===== src/hdl/timer_regs.svh =====
// Register map, field positions and fixed counts of the 8-bit timer
// Overview of operation
// - Clock-source bit 5 clear, no prescaler: count once per instruction cycle.
// - Any write to the count holds off counting for two instruction cycles.
// - Clock-source bit set: count selected edges on the external count pin.
// - Edge bit 4: clear counts rising edges, set counts falling edges.
// - Rollover from FFh to 00h sets overflow flag, interrupt control bit 2.
// - Interrupt request only while overflow enable, bit 5, is set.
// - Counter stops during sleep, so it never wakes the processor.
// - External input sampled on phases Q2 and Q4; raw pin without prescaler.
// - One 8-bit prescaler; owner bit 3 clear gives timer, set gives watchdog.
// - Rate field: timer 1:2 to 1:256, watchdog 1:1 to 1:128.
// - Prescaler value has no software read or write path.
// - Prescaler owned by timer: every count write clears the prescaler.
// - Prescaler owned by watchdog: watchdog clear resets prescaler and watchdog.
`ifndef TIMER_REGS_SVH
`define TIMER_REGS_SVH

`define TC_IDX_COUNT 8'h01
`define TC_IDX_INTCTL 8'h0B
`define TC_IDX_OPTION 8'h81

`define TC_OPT_RESET 8'hFF
`define TC_COUNT_RESET 8'h00
`define TC_COUNT_MAX 8'hFF

`define TC_OPT_SRC_BIT 5
`define TC_OPT_EDGE_BIT 4
`define TC_OPT_OWNER_BIT 3
`define TC_OPT_RATE_MSB 2
`define TC_OPT_RATE_LSB 0

`define TC_INT_FLAG_BIT 2
`define TC_INT_EN_BIT 5

`define TC_HOLDOFF_CYCLES 2'h2

`endif


===== src/hdl/timer_pkg.sv =====
// Types shared by the timer design
package timer_pkg;

  typedef enum logic [1:0]
  {
    BUS_IDLE = 2'b01,
    BUS_ACK = 2'b10
  } bus_state_t;

  typedef struct packed {
    bus_state_t bus;
    logic [31:0] rdata;
    logic [7:0] count;
    logic [7:0] option;
    logic [7:0] presc;
    logic [1:0] holdoff;
    logic flag;
    logic irq_en;
    logic pin_prev;
    logic sync1;
    logic sync2;
    logic sync3;
    logic irq;
    logic wd_tick;
    logic wd_reset;
  } timer_state_t;

endpackage


===== src/hdl/timer_core.sv =====
// 8-bit timer/counter with shared prescaler behind an Avalon-MM slave
`timescale 1ns/1ps
`include "timer_regs.svh"

module timer_core
(
  input wire logic i_ref_clk,
  input wire logic i_sys_rst,
  input wire logic i_clk_en,
  input wire logic [7:0] i_avs_address,
  input wire logic i_avs_read,
  input wire logic i_avs_write,
  input wire logic [31:0] i_avs_writedata,
  input wire logic [3:0] i_avs_byteenable,
  output logic [31:0] o_avs_readdata,
  output logic o_avs_waitrequest,
  input wire logic i_instr_cycle,
  input wire logic i_q2,
  input wire logic i_q4,
  input wire logic i_sleep,
  input wire logic i_external_count_pin,
  input wire logic i_watchdog_osc_tick,
  input wire logic i_watchdog_clear_instruction,
  output logic o_watchdog_tick,
  output logic o_watchdog_reset,
  output logic o_irq
);
  import timer_pkg::*;

  timer_state_t state_reg;
  timer_state_t state_next;

  // Low-bit mask covering the first k prescaler bits
  function automatic logic [7:0] low_mask(input logic [3:0] k);
    logic [8:0] m;
    m = 9'h000;
    m = (9'h001 << k) - 9'h001;
    return m[7:0];
  endfunction

  // Decoded option fields
  logic [2:0] rate;
  logic owner_wd;
  logic src_ext;
  logic edge_fall;
  assign rate = state_reg.option[`TC_OPT_RATE_MSB:`TC_OPT_RATE_LSB];
  assign owner_wd = state_reg.option[`TC_OPT_OWNER_BIT];
  assign src_ext = state_reg.option[`TC_OPT_SRC_BIT];
  assign edge_fall = state_reg.option[`TC_OPT_EDGE_BIT];

  // Register outputs
  assign o_avs_readdata = state_reg.rdata;
  assign o_avs_waitrequest = state_reg.bus[0];
  assign o_irq = state_reg.irq;
  assign o_watchdog_tick = state_reg.wd_tick;
  assign o_watchdog_reset = state_reg.wd_reset;

  // Next-state logic for bus, prescaler and counter
  always_comb
  begin
    logic req;
    logic do_acc;
    logic wr_en;
    logic wr_count;
    logic wr_intctl;
    logic wr_option;
    logic pin_level;
    logic pin_rise;
    logic presc_ev;
    logic [7:0] tmask;
    logic [7:0] wmask;
    logic int_tick;
    logic ext_tick;
    logic sync_src;
    logic inc;
    logic ovf;
    logic flag_clr;
    logic [31:0] rd;
    req = 1'b0;
    do_acc = 1'b0;
    wr_en = 1'b0;
    wr_count = 1'b0;
    wr_intctl = 1'b0;
    wr_option = 1'b0;
    pin_level = 1'b0;
    pin_rise = 1'b0;
    presc_ev = 1'b0;
    tmask = 8'h00;
    wmask = 8'h00;
    int_tick = 1'b0;
    ext_tick = 1'b0;
    sync_src = 1'b0;
    inc = 1'b0;
    ovf = 1'b0;
    flag_clr = 1'b0;
    rd = 32'h0000_0000;
    state_next = state_reg;
    state_next.wd_tick = 1'b0;
    state_next.wd_reset = 1'b0;

    // Bus handshake: one wait cycle, then the access completes
    req = i_avs_read | i_avs_write;
    case (state_reg.bus)
      BUS_IDLE:
      begin
        if (req)
        begin
          state_next.bus = BUS_ACK;
        end
      end
      BUS_ACK:
      begin
        do_acc = req;
        state_next.bus = BUS_IDLE;
      end
      default:
      begin
        state_next.bus = BUS_IDLE;
      end
    endcase

    // Read data is captured on the wait cycle so it stands when waitrequest drops
    case (i_avs_address)
      `TC_IDX_COUNT: rd[7:0] = state_reg.count;
      `TC_IDX_INTCTL:
      begin
        rd[`TC_INT_FLAG_BIT] = state_reg.flag;
        rd[`TC_INT_EN_BIT] = state_reg.irq_en;
      end
      `TC_IDX_OPTION: rd[7:0] = state_reg.option;
      default: rd = 32'h0000_0000; // Unmapped and prescaler value read zero
    endcase
    if (state_reg.bus == BUS_IDLE && i_avs_read)
    begin
      state_next.rdata = rd;
    end

    // Write decode; only the low byte lane carries register bits
    wr_en = do_acc & i_avs_write & i_avs_byteenable[0];
    wr_count = wr_en && (i_avs_address == `TC_IDX_COUNT);
    wr_intctl = wr_en && (i_avs_address == `TC_IDX_INTCTL);
    wr_option = wr_en && (i_avs_address == `TC_IDX_OPTION);

    // Pin level after edge select, so rising always means counting edge
    pin_level = i_external_count_pin ^ edge_fall;
    pin_rise = pin_level & ~state_reg.pin_prev;
    state_next.pin_prev = pin_level;

    // Division masks: timer 2^(rate+1), watchdog 2^rate
    tmask = low_mask({1'b0, rate} + 4'h1);
    wmask = low_mask({1'b0, rate});

    // Shared prescaler advances from whichever side owns it
    if (!owner_wd)
    begin
      // Sleep shuts off the timer side of the prescaler as well
      presc_ev = (src_ext ? pin_rise : i_instr_cycle) & ~i_sleep;
      int_tick = presc_ev & ~src_ext & ((state_reg.presc & tmask) == tmask);
    end
    else
    begin
      presc_ev = i_watchdog_osc_tick;
      state_next.wd_tick = presc_ev & ((state_reg.presc & wmask) == wmask);
    end
    if (presc_ev)
    begin
      state_next.presc = state_reg.presc + 8'h01;
    end

    // Clearing the prescaler from a count write or a watchdog clear
    if (!owner_wd && wr_count)
    begin
      state_next.presc = 8'h00;
    end
    if (owner_wd && i_watchdog_clear_instruction)
    begin
      state_next.presc = 8'h00;
      state_next.wd_reset = 1'b1;
    end

    // External path: prescaler output when owned, raw edge-selected pin otherwise
    sync_src = (!owner_wd) ? state_reg.presc[rate] : pin_level;
    if (i_q2)
    begin
      state_next.sync1 = sync_src;
    end
    if (i_q4)
    begin
      state_next.sync2 = state_reg.sync1;
    end
    state_next.sync3 = state_reg.sync2;
    ext_tick = state_reg.sync2 & ~state_reg.sync3;

    // Count event selection; watchdog ownership leaves the timer at 1:1
    if (src_ext)
    begin
      inc = ext_tick;
    end
    else if (owner_wd)
    begin
      inc = i_instr_cycle;
    end
    else
    begin
      inc = int_tick;
    end

    // Hold-off after a count write, counted in instruction cycles
    if (state_reg.holdoff != 2'h0)
    begin
      inc = 1'b0;
      if (i_instr_cycle)
      begin
        state_next.holdoff = state_reg.holdoff - 2'h1;
      end
    end

    // Sleep stops the counter outright
    if (i_sleep)
    begin
      inc = 1'b0;
    end

    // Counter update; a software write beats a coincident increment
    if (wr_count)
    begin
      state_next.count = i_avs_writedata[7:0];
      state_next.holdoff = `TC_HOLDOFF_CYCLES;
    end
    else if (inc)
    begin
      ovf = (state_reg.count == `TC_COUNT_MAX);
      state_next.count = state_reg.count + 8'h01;
    end

    // Option register steers source, edge, owner and rate
    if (wr_option)
    begin
      state_next.option = i_avs_writedata[7:0];
    end

    // Interrupt control: enable stored, flag cleared by writing one
    if (wr_intctl)
    begin
      state_next.irq_en = i_avs_writedata[`TC_INT_EN_BIT];
      flag_clr = i_avs_writedata[`TC_INT_FLAG_BIT];
    end
    // Set beats clear so an overflow in the clearing cycle is kept
    state_next.flag = (state_reg.flag & ~flag_clr) | ovf;
    state_next.irq = state_next.flag & state_next.irq_en;
  end

  // State register; clock enable freezes everything
  always_ff @(posedge i_ref_clk or posedge i_sys_rst)
  begin
    if (i_sys_rst)
    begin
      state_reg <= '{
        bus: BUS_IDLE,
        rdata: 32'h0000_0000,
        count: `TC_COUNT_RESET,
        option: `TC_OPT_RESET,
        presc: 8'h00,
        holdoff: 2'h0,
        flag: 1'b0,
        irq_en: 1'b0,
        pin_prev: 1'b0,
        sync1: 1'b0,
        sync2: 1'b0,
        sync3: 1'b0,
        irq: 1'b0,
        wd_tick: 1'b0,
        wd_reset: 1'b0
      };
    end
    else if (i_clk_en)
    begin
      state_reg <= state_next;
    end
  end

endmodule


===== config.mk =====
export PLATFORM = sky130hd
export DESIGN_NAME = timer_core
export DESIGN_NICKNAME = d
export VERILOG_FILES = /design/src/hdl/timer_pkg.sv /design/src/hdl/timer_core.sv
export VERILOG_INCLUDE_DIRS = /design/src /design/src/hdl
export SDC_FILE = /design/constraint.sdc
export NUM_CORES = 1
export LEC_CHECK = 0
export ABC_AREA = 0
export ABC_CLOCK_PERIOD_IN_PS = 6400
export BUFFER_PORTS_ARGS = -buffer_cell sky130_fd_sc_hd__buf_2
export CAP_MARGIN = 0
export CORE_MARGIN = 3
export CORE_UTILIZATION = 57
export CTS_CLUSTER_DIAMETER = 50
export DETAILED_ROUTE_END_ITERATION = 16
export GPL_ROUTABILITY_DRIVEN = 0
export GPL_TIMING_DRIVEN = 0
export PLACE_DENSITY = 0.94
export SETUP_SLACK_MARGIN = 0.05
export SKIP_LAST_GASP = 1
export SYNTH_ARGS = -nofsm -noshare
export SYNTH_HDL_FRONTEND = slang
export SYNTH_SLANG_ARGS = --single-unit

===== constraint.sdc =====
create_clock -name i_ref_clk -period 6.4 [get_ports i_ref_clk]
set_input_delay 0.64 -clock i_ref_clk [delete_from_list [all_inputs] [get_ports i_ref_clk]]
set_output_delay 0.64 -clock i_ref_clk [all_outputs]
set_load 0.005 [all_outputs]

Word level (Yosys, flattened, before mapping)

Cells that the tools add are included.

Register bits after elaboration: 45
Input bits: 56
Output and inout port bits: 36
Logic and storage cells: 104

Add/sub/neg operators: 6
Order comparisons: 1
Equal/unequal tests: 9
Shifts and indexed selects: 2
Multiplexer cells: 31
Bitwise operators: 20
Reduce and logical (&&, ||, !) cells: 20

Operators with widths:

| cell                | count |
|---|---|
| $mux 8              | 5 |
| $add 8x1->8 const B | 2 |
| $and 8x8->8         | 2 |
| $eq 8x8->1          | 2 |
| $eq 8x8->1 const B  | 2 |
| $sub 8x1->8 const B | 2 |
| $mux 1              | 15 |
| $reduce_and 2->1    | 7 |
| $pmux 2 s2          | 3 |
| $and 1x1->1         | 10 |
| $mux 2              | 5 |
| $eq 8x1->1 const B  | 1 |
| $eq 8x4->1 const B  | 1 |
| $reduce_bool 2->1   | 4 |
| $shl 1x3->8 const A | 1 |
| $shl 1x4->8 const A | 1 |
| $logic_and 1x1->1   | 6 |
| $pmux 1 s3          | 2 |
| $not 1->1           | 5 |
| $add 3x1->4 const B | 1 |
| $lt 3x4->1 const B  | 1 |
| $bmux 1 s3          | 1 |
| $reduce_and 3->1    | 1 |
| $reduce_bool 3->1   | 1 |
| other kinds (7)     | 8 |

Longest topological paths before layout

Depth in word-level cells: 14
Mapped depth: 15
Mapped depth without buffers: 13

Least setup slack after synthesis

OpenSTA, ideal clock, no wires.

Path type: register to register
Start: reg state_reg, in the netlist rate[2]
End: reg state_reg[29] (netlist name)
Library setup time: 0.131 ns
Arrival time: 3.274 ns
Required time: 6.269 ns
Setup slack: 2.995 ns
Stages on the path, launching flop included: 15
Buffers on the path: 2
Clock period less this slack: 3.405 ns
Path through: dfstp_2 > buf_2 > inv_1 > ha_1 > buf_2 > nor2b_1 > nand2_1 > ha_1 > or4b_1 > nor2b_1 > a311oi_2 > o41ai_2 > nand2_2 > nor3_1 > or3_1

Cells in the longest elaborated chain, start to end: 12

RTL lines:

| item                          | line              | RTL |
|---|---|---|
| start: declaration            | timer_core.sv:30  | `timer_state_t state_reg;` |
| start signal: assignment      | timer_core.sv:258 | `state_reg <= '{` |
| start signal: assignment      | timer_core.sv:278 | `state_reg <= state_next;` |
| $add 3x1->4 *                 | timer_core.sv:150 | `tmask = low_mask({1'b0, rate} + 4'h1);` |
| $shl 1x4->8 *                 | timer_core.sv:37  | `m = (9'h001 << k) - 9'h001;` |
| $sub 8x1->8 *                 | timer_core.sv:37  |  |
| $and 8x8->8                   | timer_core.sv:158 | `int_tick = presc_ev & ~src_ext & ((state_reg.presc & tmask) == tmask);` |
| $eq 8x8->1 *                  | timer_core.sv:158 |  |
| $and 1x1->1 *                 | timer_core.sv:158 |  |
| $mux 1 *                      | timer_core.sv:199 | `else if (owner_wd)` |
| $mux 1 *                      | timer_core.sv:195 | `if (src_ext)` |
| $mux 1 *                      | timer_core.sv:209 | `if (state_reg.holdoff != 2'h0)` |
| $mux 1 *                      | timer_core.sv:219 | `if (i_sleep)` |
| $reduce_bool 2->1 (no line) * | n/a               |  |
| $reduce_and 2->1 (no line) *  | n/a               |  |

Mark *: on every way between the ends. The rest lies on a longest branch, timed or not.
A chain may end at the register's enable or synchronous reset.

Worst setup path after layout

Start: reg state_reg, in the netlist rate[2]
End: reg state_reg, in the netlist o_irq

Cells in the longest elaborated chain, start to end: 14

RTL lines:

| item          | line              | RTL |
|---|---|---|
| $add 3x1->4 * | timer_core.sv:150 |  |
| $shl 1x4->8 * | timer_core.sv:37  |  |
| $sub 8x1->8 * | timer_core.sv:37  |  |
| $and 8x8->8   | timer_core.sv:158 |  |
| $eq 8x8->1 *  | timer_core.sv:158 |  |
| $and 1x1->1 * | timer_core.sv:158 |  |
| $mux 1 *      | timer_core.sv:199 |  |
| $mux 1 *      | timer_core.sv:195 |  |
| $mux 1 *      | timer_core.sv:209 |  |
| $mux 1 *      | timer_core.sv:219 |  |
| $mux 1 *      | timer_core.sv:230 | `else if (inc)` |
| $mux 1 *      | timer_core.sv:225 | `if (wr_count)` |
| $or 1x1->1 *  | timer_core.sv:249 | `state_next.flag = (state_reg.flag & ~flag_clr) \| ovf;` |
| $and 1x1->1 * | timer_core.sv:250 | `state_next.irq = state_next.flag & state_next.irq_en;` |

Marked as above.

==> results.json <==
{
  "clockPowerShare_pct": 25.3,
  "synth_xor_area_share_pct": 2.48,
  "finalCritPeriodShare_pct": 63.2,
  "nFillCells": 401,
  "power.leakage_uw": 0.00177,
  "ys_async_sr_fraction_pct": 100,
  "crit_type": "reg -> reg",
  "cts.sinks": 45,
  "remaining_drc_errors": 0,
  "tightest_slew_ps": 695,
  "grt_overflow_total": 0,
  "power_per_cell_area_nw_per_um2": 204,
  "largest_reg_flops": 26,
  "vias_per_cell": 5.91,
  "finClkSkew_ps": 13.0,
  "muxShareOfSynthArea_pct": 8.31,
  "clock_path_buffers": 2,
  "antennaDiodeCount": 0,
  "htreeDepth": 2,
  "port_buffers": 40,
  "drt-initial-drc-count": 324,
  "clk_pin_slew_worst_paths_ps": 100,
  "final_util_pct": 70.0,
  "synth_seq_area_share_pct": 35.8,
  "antenna_found_initial": 0,
  "cts_setup_buffers": 0,
  "switchingPower_uw": 265,
  "die_area_um2": 6510,
  "synth-simple-area-share_pct": 21.2,
  "fmax_mhz": 247,
  "ant_nets": 0,
  "end_kind": "flip-flop",
  "synth_fa_ha_area_share_pct": 2.76,
  "area_delta_synth_final_pct": 15.4,
  "io-pin-count": 92,
  "routed.top_layer": "met4",
  "slew_viol_final": 0,
  "fin_nets": 498,
  "total_power_uw": 749,
  "grt_max_degree": 27,
  "core_area_um2": 5240,
  "die_w_um": 80.7,
  "ys_types": 61,
  "wl_per_cell_um": 15.9,
  "status": "complete, no violations",
  "met2_length_um": 3860,
  "syn_area_per_cell_um2": 8.73,
  "cts_root_buffer": "clkbuf_8",
  "maxCapViolations": 0,
  "dpl.hpwl_um": 6000,
  "synth-edff-count": 0,
  "via_count": 2991,
  "wl_met3_um": 679,
  "yosysWarnings": 0,
  "holdWs_ps": 312,
  "synth_ff_type": "dfrtp_1",
  "setup-tns-final_ps": 0,
  "startpoint_type": "flip-flop",
  "cts_tree": "done",
  "swShare_pct": 35.4,
  "synth_compound_area_share_pct": 17.0,
  "reg2regPathDepth": 14,
  "synth_top_area_share_pct": 28.4,
  "yosys_register_bits": 45,
  "path_max_fanout": 10,
  "insertion_delay_ps": 320,
  "cts-buffers-inserted": 5,
  "synth_top_area_cell": "dfrtp_1",
  "syn_area_um2": 3180,
  "internal_power_uw": 484,
  "slew-limit-headroom_pct": 53.7,
  "hold_class": "in -> async",
  "yosys-top-cells-area": "dfrtp_1 28%, buf_4 7.8%, dfstp_2 7.4%, nand2_1 5.8%, mux2i_1 4.4%",
  "rsz0062_at_grt": "no",
  "drtPass1Iterations": 5,
  "cp.required_ps": 6640,
  "drive_above_1_share_pct": 27.1,
  "grt_pass1_vias": 2719,
  "holdBufCountCts": 0,
  "power_frac_seq_pct": 49.0,
  "rows": 26,
  "cp.arrival_ps": 4290,
  "grt_usage_pct": 26.0,
  "timing_hold_violations_final": 0,
  "peakVddDrop_mv": 0.135,
  "grt_pass1_wl_um": 13000,
  "fp.dieH_um": 80.7,
  "initial_core_util_pct": 60.7,
  "drt-met1-wl_um": 3220,
  "setup_ws_ps": 2350,
  "pre_cts_slack_ps": 2490,
  "syn_inst": 364,
  "finalSetupViolCount": 0,
  "share_comb_of_total_power_pct": 25.7,
  "wl_um": 8040,
  "synth_top_family_by_area": "simple AND/OR/NAND/NOR gates",
  "min_period_ps": 4050,
  "cts_resized": 0
}
## per-layer routing
layer,vias up,GRT usage [%]
met1,1387,33.5
met5,-,0
li1,1385,-
met4,0,11.1
met2,181,43.0
met3,38,4.37
## cell families after synthesis
logic type      Yosys count
flops                    45
other cells               1
mux                      24
fa+ha+maj                 7
simple gates            139
xor+xnor                  9
buf+inv                  64
compound gates           75
## final timing paths
check	startpoint	endpoint	slack, ps
worst max-delay path	rate[2]	o_irq	2350
worst min-delay path	i_sys_rst	o_avs_readdata[6]	310
worst max register to register	rate[2]	o_irq	2350
worst min register to register	state_reg[5]	state_reg[5]	480
max in group asynchronous	i_sys_rst	edge_fall	5500
min in group i_ref_clk	state_reg[5]	state_reg[5]	480
## power groups by stage
stage	clock, µW	sequential (µW)	combinational (µW)
2_1_floorplan	0	357	138
3_3_place_gp	0	368	173
3_5_place_dp	0	369	186
4_1_cts	189	365	190
5_1_grt	204	373	215
6_report	190	367	192
## stage by stage
step / cells / instance area (µm²)
after detailed placement: 498 / 3570
after global routing: 506 / 3660
after CTS: 506 / 3660
after floorplan: 387 / 3260
after global placement: 497 / 3550
final: 506 / 3660
## worst max-delay path, cell delays in order (launching register included)
cell and delay, ps:
dfstp_2 570, buf_2 210, inv_1 140, ha_1 310, buf_2 180, nor2b_1 230
nand2_1 140, ha_1 310, nor2_1 50, a211oi_1 260, nand3_1 160, o41ai_2 630
nand2_2 190, or3_1 410, o211ai_1 170
## synthesized netlist by cell type (2+ instances only)
master     n
a2111o_1   2
a211oi_1   2
a21oi_1   13
a221oi_1   3
a31oi_1    3
and3_1     6
and4_1     2
buf_1      3
buf_2      4
buf_4     33
buf_6      3
clkbuf_1   3
dfrtp_1   36
dfstp_2    9
ha_1       7
inv_1     18
mux2_2     9
mux2i_1   14
nand2_1   49
nand2b_1   3
nand3_1   11
nand4_1    4
nor2_1    32
nor2b_1    7
nor3_1     7
nor4_1     2
o211ai_1   4
o21a_1     3
o21ai_0   18
o221ai_1   3
o22ai_1    2
o31ai_1    8
or3_1      6
xnor2_1    2
xor2_1     7
## layout make-up
type                       instances  area [µm²]  share of cell area, %
clock inverter                     3        25.0                  0.683
sequential                        45        1140                   31.0
multi-input combinational        278        1730                   47.3
tap                               70        87.6                   2.39
timing repair buffer              41         220                   6.01
inverter                          18        67.6                   1.84
clock buffer                       5        68.8                   1.88
buffer                            46         324                   8.84
## cells in the final DEF (no fill, tap or decap), types with 4 or more instances in the layout
master	synthesis	final
a21oi_1	13	13
and3_1	6	6
buf_2	4	44
buf_4	33	33
clkbuf_8	0	5
conb_1	1	24
dfrtp_1	36	36
dfstp_2	9	9
ha_1	7	7
inv_1	18	17
mux2_2	9	9
mux2i_1	14	14
nand2_1	49	49
nand3_1	11	11
nand4_1	4	4
nor2_1	32	32
nor2b_1	7	7
nor3_1	7	7
o211ai_1	4	4
o21ai_0	18	18
o31ai_1	8	8
or3_1	6	6
xor2_1	7	7
No activity file was read; power rests on OpenSTA's default activity.
